--- config.mk ---
export PLATFORM = sky130hd
export DESIGN_NAME = i2c_slave_internal_read_port
export DESIGN_NICKNAME = d
export VERILOG_FILES = /design/src/rdport_pkg.sv /design/src/fetch_if.sv /design/src/byte_pick.sv /design/src/i2c_slave_internal_read_port.sv /design/src/read_engine.sv
export SDC_FILE = /design/constraint.sdc
export NUM_CORES = 1
export LEC_CHECK = 0
export BUFFER_PORTS_ARGS = -buffer_cell sky130_fd_sc_hd__buf_2
export CAP_MARGIN = 20
export CORE_ASPECT_RATIO = 0.7
export CORE_MARGIN = 1
export CORE_UTILIZATION = 40
export CTS_CLUSTER_SIZE = 20
export DETAILED_ROUTE_END_ITERATION = 8
export GPL_ROUTABILITY_DRIVEN = 0
export PLACE_DENSITY = 0.64
export RECOVER_POWER = 100
export SKIP_LAST_GASP = 1
export SYNTH_ARGS = -nofsm -noshare
export SYNTH_HDL_FRONTEND = slang
export SYNTH_HIERARCHICAL = 1
export SYNTH_SLANG_ARGS = --single-unit
--- constraint.sdc ---
create_clock -name mclk_i -period 5.05 [get_ports mclk_i]
set_input_delay 0.2525 -clock mclk_i [delete_from_list [all_inputs] [get_ports mclk_i]]
set_output_delay 0.2525 -clock mclk_i [all_outputs]
set_load 0.005 [all_outputs]
--- src/rdport_pkg.sv ---
package rdport_pkg;

	// ==========================================
	// slave peripheral byte map
	localparam logic [7:0] PER_ADDR_B0 = 8'h10;
	localparam logic [7:0] PER_ADDR_B3 = 8'h13;
	localparam logic [7:0] PER_DATA_B0 = 8'h14;
	localparam logic [7:0] PER_DATA_B3 = 8'h17;
	localparam logic [7:0] PER_STAT_B0 = 8'h20;

	// ==========================================
	// register bus offsets of the visible registers
	localparam logic [19:0] OFS_READ_ADDRESS = 20'h1D210;
	localparam logic [19:0] OFS_READ_DATA = 20'h1D214;
	localparam logic [19:0] OFS_ACC_STATUS = 20'h1D220;

	// ==========================================
	// field layout and reset values
	localparam int ADDR_W = 32;
	localparam int IADDR_W = 24;
	localparam logic [31:0] ADDR_ALIGN_MASK = 32'hFFFF_FFFC;
	localparam logic [31:0] ADDR_STEP = 32'h0000_0004;
	localparam logic [31:0] READ_ADDRESS_RST = 32'h0000_0000;
	localparam logic [31:0] READ_DATA_RST = 32'h0000_0000;
	localparam int ACCESS_OK_FLAG_BIT = 7;

	// read_access_size encodings
	localparam logic [1:0] SIZE_4BYTE = 2'h0;

endpackage

--- src/fetch_if.sv ---
`timescale 1ns/1ns
// ==========================================
// request and answer between control and the register-bus read engine
interface fetch_if;
	logic start;
	logic [23:0] addr;
	logic done;
	logic [31:0] data;
	logic ok;

	modport ctrl (output start, output addr, input done, input data, input ok);
	modport engine (input start, input addr, output done, output data, output ok);
endinterface

--- src/byte_pick.sv ---
`timescale 1ns/1ns
// ==========================================
// byte lane select, lane 0 is the least significant byte
module byte_pick (
	input wire logic [31:0] word_i,
	input wire logic [1:0] lane_i,
	output logic [7:0] byte_o
);
	// lane follows the peripheral address, not the internal address
	always_comb begin
		byte_o = word_i[8*lane_i +: 8];
	end
endmodule // byte_pick

--- src/i2c_slave_internal_read_port.sv ---
`timescale 1ns/1ns
module i2c_slave_internal_read_port (
	input wire logic mclk_i,
	input wire logic reset_i,
	// slave byte engine side
	input wire logic ptr_load_i,
	input wire logic [7:0] ptr_value_i,
	input wire logic wr_byte_i,
	input wire logic [7:0] wr_data_i,
	input wire logic rd_byte_i,
	output logic [7:0] rd_data_o,
	output logic rd_valid_o,
	output logic busy_o,
	output logic [7:0] per_ptr_o,
	// access control settings
	input wire logic read_addr_increment_en_i,
	input wire logic [1:0] read_access_size_i,
	// internal register bus, master for fetches
	output logic rbus_req_o,
	output logic [23:0] rbus_addr_o,
	input wire logic rbus_ack_i,
	input wire logic rbus_err_i,
	input wire logic [31:0] rbus_data_i,
	// internal register bus, read port onto this block
	input wire logic host_rd_i,
	input wire logic [19:0] host_addr_i,
	output logic [31:0] host_rd_data_o,
	output logic host_rd_valid_o,
	output logic access_ok_flag_o
);
	import rdport_pkg::*;

	// ==========================================
	// state
	logic [7:0] ptr_q, ptr_d;
	logic [ADDR_W-1:0] read_address_field_q, read_address_field_d;
	logic [31:0] slave_read_data_q, slave_read_data_d;
	logic access_ok_flag_q, access_ok_flag_d;
	logic pend_q, pend_d;
	logic [7:0] rd_data_q, rd_data_d;
	logic rd_valid_q, rd_valid_d;
	logic [31:0] host_data_q, host_data_d;
	logic host_valid_q, host_valid_d;
	logic start_q, start_d;

	fetch_if fx ();

	logic [7:0] data_byte;
	logic [7:0] addr_byte;
	logic [1:0] lane;
	logic [31:0] addr_wr_word;
	// strobes as taken, and where the pointer sits
	logic take_load;
	logic take_wr;
	logic take_rd;
	logic hit_addr;
	logic hit_data;
	logic hit_stat;
	logic fetch_go;
	logic fetch_end;

	// ==========================================
	// byte lanes
	assign lane = ptr_q[1:0];

	byte_pick data_pick (
		.word_i(slave_read_data_q),
		.lane_i(lane),
		.byte_o(data_byte)
	);

	byte_pick addr_pick (
		.word_i(read_address_field_q),
		.lane_i(lane),
		.byte_o(addr_byte)
	);

	read_engine engine (
		.mclk_i(mclk_i),
		.reset_i(reset_i),
		.fx(fx),
		.rbus_req_o(rbus_req_o),
		.rbus_addr_o(rbus_addr_o),
		.rbus_ack_i(rbus_ack_i),
		.rbus_err_i(rbus_err_i),
		.rbus_data_i(rbus_data_i)
	);

	// launch pulse to the engine, one cycle wide
	assign fx.start = start_q;
	// top byte kept in the register, never sent on the bus
	assign fx.addr = read_address_field_q[IADDR_W-1:0];

	// ==========================================
	// strobe decode
	// busy blocks every strobe, so a stretched byte is never overtaken
	always_comb begin
		take_load = !pend_q && ptr_load_i;
		take_wr = !pend_q && !ptr_load_i && wr_byte_i;
		take_rd = !pend_q && !ptr_load_i && !wr_byte_i && rd_byte_i;
	end

	// window hits follow the peripheral pointer only
	always_comb begin
		hit_addr = (ptr_q >= PER_ADDR_B0) && (ptr_q <= PER_ADDR_B3);
		hit_data = (ptr_q >= PER_DATA_B0) && (ptr_q <= PER_DATA_B3);
		hit_stat = (ptr_q == PER_STAT_B0);
	end

	// only the low data byte in 4-byte size goes out on the bus
	always_comb begin
		fetch_go = take_rd && (ptr_q == PER_DATA_B0) && (read_access_size_i == SIZE_4BYTE);
		fetch_end = pend_q && fx.done;
	end

	// ==========================================
	// address byte merge for slave writes
	always_comb begin
		addr_wr_word = read_address_field_q;
		addr_wr_word[8*lane +: 8] = wr_data_i;
	end

	// ==========================================
	// peripheral pointer
	always_comb begin
		ptr_d = ptr_q;
		if (fetch_end) begin
			// the fetched byte counts as the access at the low data byte
			ptr_d = ptr_q + 8'h01;
		end else if (take_load) begin
			ptr_d = ptr_value_i;
		end else if (take_wr) begin
			// writes never wrap; dropped or not, the pointer moves on
			ptr_d = ptr_q + 8'h01;
		end else if (take_rd && !fetch_go) begin
			if (ptr_q == PER_DATA_B3) begin
				ptr_d = PER_DATA_B0;
			end else begin
				ptr_d = ptr_q + 8'h01;
			end
		end
	end

	always_ff @(posedge mclk_i or posedge reset_i) begin
		if (reset_i) begin
			ptr_q <= 8'h00;
		end else begin
			ptr_q <= ptr_d;
		end
	end

	// ==========================================
	// read address, written from the slave side only
	always_comb begin
		read_address_field_d = read_address_field_q;
		if (fetch_end && read_addr_increment_en_i) begin
			// step at completion, so the fetch itself used the old address
			read_address_field_d = (read_address_field_q + ADDR_STEP)
				& ADDR_ALIGN_MASK;
		end else if (take_wr && hit_addr) begin
			read_address_field_d = addr_wr_word & ADDR_ALIGN_MASK;
		end
	end

	always_ff @(posedge mclk_i or posedge reset_i) begin
		if (reset_i) begin
			read_address_field_q <= READ_ADDRESS_RST;
		end else begin
			read_address_field_q <= read_address_field_d;
		end
	end

	// ==========================================
	// fetch control
	// busy holds the byte engine, which stretches the bus clock meanwhile
	always_comb begin
		pend_d = pend_q;
		start_d = 1'b0;
		if (fetch_end) begin
			pend_d = 1'b0;
		end else if (fetch_go) begin
			pend_d = 1'b1;
			start_d = 1'b1;
		end
	end

	always_ff @(posedge mclk_i or posedge reset_i) begin
		if (reset_i) begin
			pend_q <= 1'b0;
			start_q <= 1'b0;
		end else begin
			pend_q <= pend_d;
			start_q <= start_d;
		end
	end

	// ==========================================
	// byte answer and data word; window writes never reach the word
	always_comb begin
		slave_read_data_d = slave_read_data_q;
		rd_data_d = rd_data_q;
		rd_valid_d = 1'b0;
		if (fetch_end) begin
			// word loaded even on a bus error; only the flag tells them apart
			slave_read_data_d = fx.data;
			rd_data_d = fx.data[7:0];
			rd_valid_d = 1'b1;
		end else if (take_rd && !fetch_go) begin
			rd_valid_d = 1'b1;
			rd_data_d = 8'h00;
			if (hit_addr) begin
				rd_data_d = addr_byte;
			end else if (hit_data) begin
				rd_data_d = data_byte;
			end else if (hit_stat) begin
				rd_data_d[ACCESS_OK_FLAG_BIT] = access_ok_flag_q;
			end
		end
	end

	always_ff @(posedge mclk_i or posedge reset_i) begin
		if (reset_i) begin
			slave_read_data_q <= READ_DATA_RST;
			rd_data_q <= 8'h00;
			rd_valid_q <= 1'b0;
		end else begin
			slave_read_data_q <= slave_read_data_d;
			rd_data_q <= rd_data_d;
			rd_valid_q <= rd_valid_d;
		end
	end

	// ==========================================
	// access-ok flag, cleared only by a slave read of the status byte
	always_comb begin
		access_ok_flag_d = access_ok_flag_q;
		if (take_rd && hit_stat) begin
			access_ok_flag_d = 1'b0;
		end
		// a completing fetch in the same cycle wins over the clear
		if (fetch_end && fx.ok) begin
			access_ok_flag_d = 1'b1;
		end
	end

	always_ff @(posedge mclk_i or posedge reset_i) begin
		if (reset_i) begin
			access_ok_flag_q <= 1'b0;
		end else begin
			access_ok_flag_q <= access_ok_flag_d;
		end
	end

	// ==========================================
	// host read port, read-only by construction
	always_comb begin
		host_valid_d = host_rd_i;
		host_data_d = 32'h0000_0000;
		if (host_rd_i) begin
			case (host_addr_i)
				OFS_READ_ADDRESS: host_data_d = read_address_field_q;
				OFS_READ_DATA: host_data_d = slave_read_data_q;
				OFS_ACC_STATUS: host_data_d[ACCESS_OK_FLAG_BIT] = access_ok_flag_q;
				default: host_data_d = 32'h0000_0000;
			endcase
		end
	end

	// host answers never touch the flag, unlike a slave read
	always_ff @(posedge mclk_i or posedge reset_i) begin
		if (reset_i) begin
			host_data_q <= 32'h0000_0000;
			host_valid_q <= 1'b0;
		end else begin
			host_data_q <= host_data_d;
			host_valid_q <= host_valid_d;
		end
	end

	// ==========================================
	// outputs straight from flops
	assign rd_data_o = rd_data_q;
	assign rd_valid_o = rd_valid_q;
	assign busy_o = pend_q;
	assign per_ptr_o = ptr_q;
	assign host_rd_data_o = host_data_q;
	assign host_rd_valid_o = host_valid_q;
	assign access_ok_flag_o = access_ok_flag_q;
endmodule // i2c_slave_internal_read_port

--- src/read_engine.sv ---
`timescale 1ns/1ns
// ==========================================
// internal register-bus read engine
module read_engine (
	input wire logic mclk_i,
	input wire logic reset_i,
	fetch_if.engine fx,
	output logic rbus_req_o,
	output logic [23:0] rbus_addr_o,
	input wire logic rbus_ack_i,
	input wire logic rbus_err_i,
	input wire logic [31:0] rbus_data_i
);
	typedef enum logic {ENG_IDLE, ENG_WAIT} eng_state_t;

	eng_state_t state_q, state_d;
	logic req_q, req_d;
	logic [23:0] addr_q, addr_d;
	logic done_q, done_d;
	logic ok_q, ok_d;
	logic [31:0] data_q, data_d;

	// request held until the bus acknowledges
	always_comb begin
		state_d = state_q;
		req_d = req_q;
		addr_d = addr_q;
		done_d = 1'b0;
		ok_d = ok_q;
		data_d = data_q;
		case (state_q)
			ENG_IDLE: begin
				if (fx.start) begin
					req_d = 1'b1;
					addr_d = fx.addr;
					state_d = ENG_WAIT;
				end
			end
			ENG_WAIT: begin
				if (rbus_ack_i) begin
					req_d = 1'b0;
					done_d = 1'b1;
					ok_d = !rbus_err_i;
					data_d = rbus_data_i;
					state_d = ENG_IDLE;
				end
			end
			default: begin
				state_d = ENG_IDLE;
				req_d = 1'b0;
			end
		endcase
	end

	always_ff @(posedge mclk_i or posedge reset_i) begin
		if (reset_i) begin
			state_q <= ENG_IDLE;
			req_q <= 1'b0;
			addr_q <= 24'h000000;
			done_q <= 1'b0;
			ok_q <= 1'b0;
			data_q <= 32'h0000_0000;
		end else begin
			state_q <= state_d;
			req_q <= req_d;
			addr_q <= addr_d;
			done_q <= done_d;
			ok_q <= ok_d;
			data_q <= data_d;
		end
	end

	assign rbus_req_o = req_q;
	assign rbus_addr_o = addr_q;
	assign fx.done = done_q;
	assign fx.data = data_q;
	assign fx.ok = ok_q;
endmodule // read_engine

==> results.py <==
metrics = {
    "finish": {
        "fin_util_pct": 48.7,
        "fin_nets": 969,
        "multi_input_area_um2": 3610,
        "regArea_um2": 4380,
        "fillers": 1926,
        "final_layout_size_suffix_gt1_share_pct": 25.8,
        "area_growth_pct": 16.8,
    },
    "floorplan": {
        "row_count": 43,
        "die_area_um2": 21600,
        "start_util_pct": 41.7,
        "ios": 156,
        "die_x_um": 175,
        "core_area_um2": 20200,
        "die_h_um": 123,
    },
    "logic_synthesis": {
        "synthTopCellsByArea": "dfrtp_1 52%, nand2_1 6.2%, mux2_4 5.0%, mux2_2 4.8%, mux4_2 4.3%",
        "yosysTopAreaCell": "dfrtp_1",
        "synth.ff_latch_count": 175,
        "synth.distinct_cells": 73,
        "synth_xor_area_share_pct": 0,
        "ys_seq_area_share_pct": 52.1,
        "synth_compound_area_share_pct": 12.5,
        "syn_area_per_cell_um2": 11.4,
        "synthSimpleGateAreaFrac_pct": 15.9,
        "synth_mux_area_share_pct": 15.1,
        "syn_area_um2": 8410,
        "synthFlopType": "dfrtp_1",
        "synth-adder-area-share_pct": 0.744,
        "synth_edf_count": 0,
        "async_flop_share_pct": 100,
        "synthCells": 736,
        "synth_top_area_share_pct": 52.1,
        "synth_top_family_by_area": "simple AND/OR/NAND/NOR gates",
        "ys_warn_count": 6,
    },
    "power_and_ir_drop": {
        "power.total_uw": 2870,
        "power_density_nw_per_um2": 292,
        "leakage_uw": 0.00478,
        "vdd_ir_drop_max_v": 0.000190,
    },
    "route": {
        "firstDrtPassIters": 5,
        "vias": 6644,
        "viasPerCell": 5.69,
        "antenna_left": 0,
        "wl_per_cell_um": 20.5,
        "finalWirelength_mm": 24.0,
        "drt_iter0_drc": 664,
        "drcViolationCount": 0,
    },
    "placed_design": {
        "dpl.hpwl_mm": 17.1,
        "pre_cts_slack_ns": 1.95,
        "buffer_ports.inserted": 155,
    },
    "clock_network": {
        "post_cts_buffers": 0,
        "root_buffer": "clkbuf_16",
        "cts-buffers-inserted": 17,
        "insertion_delay_ns": 0.43,
        "cts_tree": "yes",
        "cts.repair.resized": 0,
        "clk_path_buf_depth": 2,
        "htreeDepth": 4,
        "clk_pin_slew_ns": 0.07,
        "cts.sinks": 175,
        "ctsHoldBuffers": 2,
    },
    "job": {
        "drv_cap": 7,
    },
    "timing": {
        "timing.hold.ws_ns": 0.0265,
        "setup_violations": 0,
        "post-route-min-period_ns": 3.54,
        "tightest_slew_ns": 2.16,
        "clock_skew_ns": 0.0114,
        "rsz0062_at_grt": "no",
        "worst_slack_ns": 1.51,
        "slew_viol_final": 210,
        "fmax_mhz": 282,
        "min_period_over_period_pct": 70.1,
        "finalSetupTns_ns": 0,
        "max_slew_margin_pct": -44.6,
        "timing.final.hold_violations": 0,
    },
    "worst_setup_path": {
        "worst_setup_path_end_kind": "flop",
        "arrival_ns": 3.86,
        "cp_max_fo": 22,
        "startpoint_type": "flop",
        "required_ns": 5.36,
        "critPathKind": "reg2reg",
    },
    "status": {
        "outcome": "finished, violations left",
        "violations": "capacitance limit, slew limit",
    },
    "global_routing": {
        "grt_pass1_vias": 6295,
        "grt_pass1_wl_mm": 37.3,
        "track_usage_pct": 23.3,
        "antenna_found_initial": 2,
        "grt_overflow_total": 0,
        "grt_max_degree": 81,
    },
    "hold_path": {
        "hp-class": "in2reg",
    },
}
==> Yosys cell counts (all sizes together), types with 5 or more instances <==
| cell | number |
|---|---|
| a211o | 6 |
| a21oi | 16 |
| a22o | 35 |
| a31oi | 7 |
| and2 | 9 |
| and3 | 10 |
| buf | 19 |
| clkbuf | 22 |
| dfrtp | 175 |
| ha | 5 |
| inv | 14 |
| mux2 | 64 |
| mux2i | 8 |
| mux4 | 16 |
| nand2 | 139 |
| nand3 | 29 |
| nand4 | 14 |
| nor2 | 25 |
| nor3 | 13 |
| nor4 | 6 |
| o211ai | 8 |
| o21ai | 20 |
==> report_power, final <==
group	internal (uW)	switching [uW]	leakage, uW	total [uW]
logic	30.3	49.8	0.00207	80.0
clock network	803	583	0.000304	1390
registers	1400	0.599	0.00240	1400
==> worst max-delay path, stage by stage (launching register included) <==
cell	delay (ns)
dfrtp_1	0.89
inv_1	0.15
ha_1	0.33
nand4bb_1	0.18
o31ai_1	0.09
a21boi_0	1.22
a21bo_2	0.32
a22o_2	0.24
==> kinds of logic after synthesis <==
group	count (synthesis)
muxes	88
AOI/OAI and AO/OA	137
buffers and inverters	55
other	1
DFF	175
and+or+nand+nor	275
adders and majority gates	5
==> flip-flops by register name, indices dropped and copies added, names as in the netlist <==
register	flops
engine/state_q	1
host_rd_valid_o	1
engine/rbus_req_o	1
access_ok_flag_o	1
rd_valid_o	1
fx.start	1
read_address_field_q	30
engine/fx.done	1
rd_data_o	8
busy_o	1
host_rd_data_o	32
engine/fx.data	32
engine/rbus_addr_o	24
slave_read_data_q	32
per_ptr_o	8
engine/fx.ok	1
==> layout by cell type, fill, tap and decap left out, drive strengths merged, types with 5 or more instances in the layout <==
cell type | synthesis | final
and3 | 10 | 10
a21oi | 16 | 16
a31oi | 7 | 7
dfrtp | 175 | 175
nand2 | 139 | 139
a211o | 6 | 6
inv | 14 | 18
o21ai | 20 | 20
nor4 | 6 | 6
clkbuf | 22 | 68
mux2 | 64 | 64
buf | 19 | 115
nand3 | 29 | 29
and2 | 9 | 9
a22o | 35 | 35
nor2 | 25 | 25
mux2i | 8 | 8
nand4 | 14 | 14
nor3 | 13 | 13
mux4 | 16 | 16
o211ai | 8 | 8
ha | 5 | 5
==> metal layers <==
layer  vias up  global-route usage (%)  wire [um]
met5         -                       0          0
met3        26                    4.89       2090
li1       2981                       -          -
met2       325                    33.4      10100
met1      3312                    35.2      11500
met4         0                    6.41        272
==> path summary, 6_finish.rpt <==
kind / from / end / slack [ns] / cells past startpoint
worst max-delay path: per_ptr_o[1]$_DFFE_PP0P_ / per_ptr_o[3]$_DFFE_PP0P_ / 1.51 / 7
worst min-delay path: rbus_ack_i / engine/rbus_req_o$_DFFE_PP0P_ / 0.03 / 2
worst max register to register: per_ptr_o[1]$_DFFE_PP0P_ / per_ptr_o[3]$_DFFE_PP0P_ / 1.51 / 7
worst min register to register: engine/fx.data[15]$_DFFE_PP0P_ / slave_read_data_q[15]$_DFFE_PP0P_ / 0.47 / 2
max in group asynchronous: reset_i / rd_data_o[0]$_DFFE_PP0P_ / 2.14 / 5
min in group asynchronous: reset_i / host_rd_data_o[23]$_DFF_PP0_ / 0.38 / 3
==> per-stage QoR <==
stage / cell area (um2) / std cells
2_1_floorplan: 8420 / 739
3_3_place_gp: 9360 / 1132
3_5_place_dp: 9360 / 1132
4_1_cts: 10000 / 1165
5_1_grt: 9820 / 1167
6_report: 9820 / 1168
==> cell type report <==
| cell class | instances | share of cell area (%) |
|---|---|---|
| flip-flops and latches | 175 | 44.6 |
| multi-input cells | 509 | 36.7 |
| repair buffers | 168 | 8.42 |
| clock buffers | 18 | 4.47 |
| well taps | 270 | 3.44 |
| clock inverters | 13 | 1.80 |
| inverters | 14 | 0.560 |
| diodes | 1 | 0.0255 |
(Power assumes the default switching activity.)
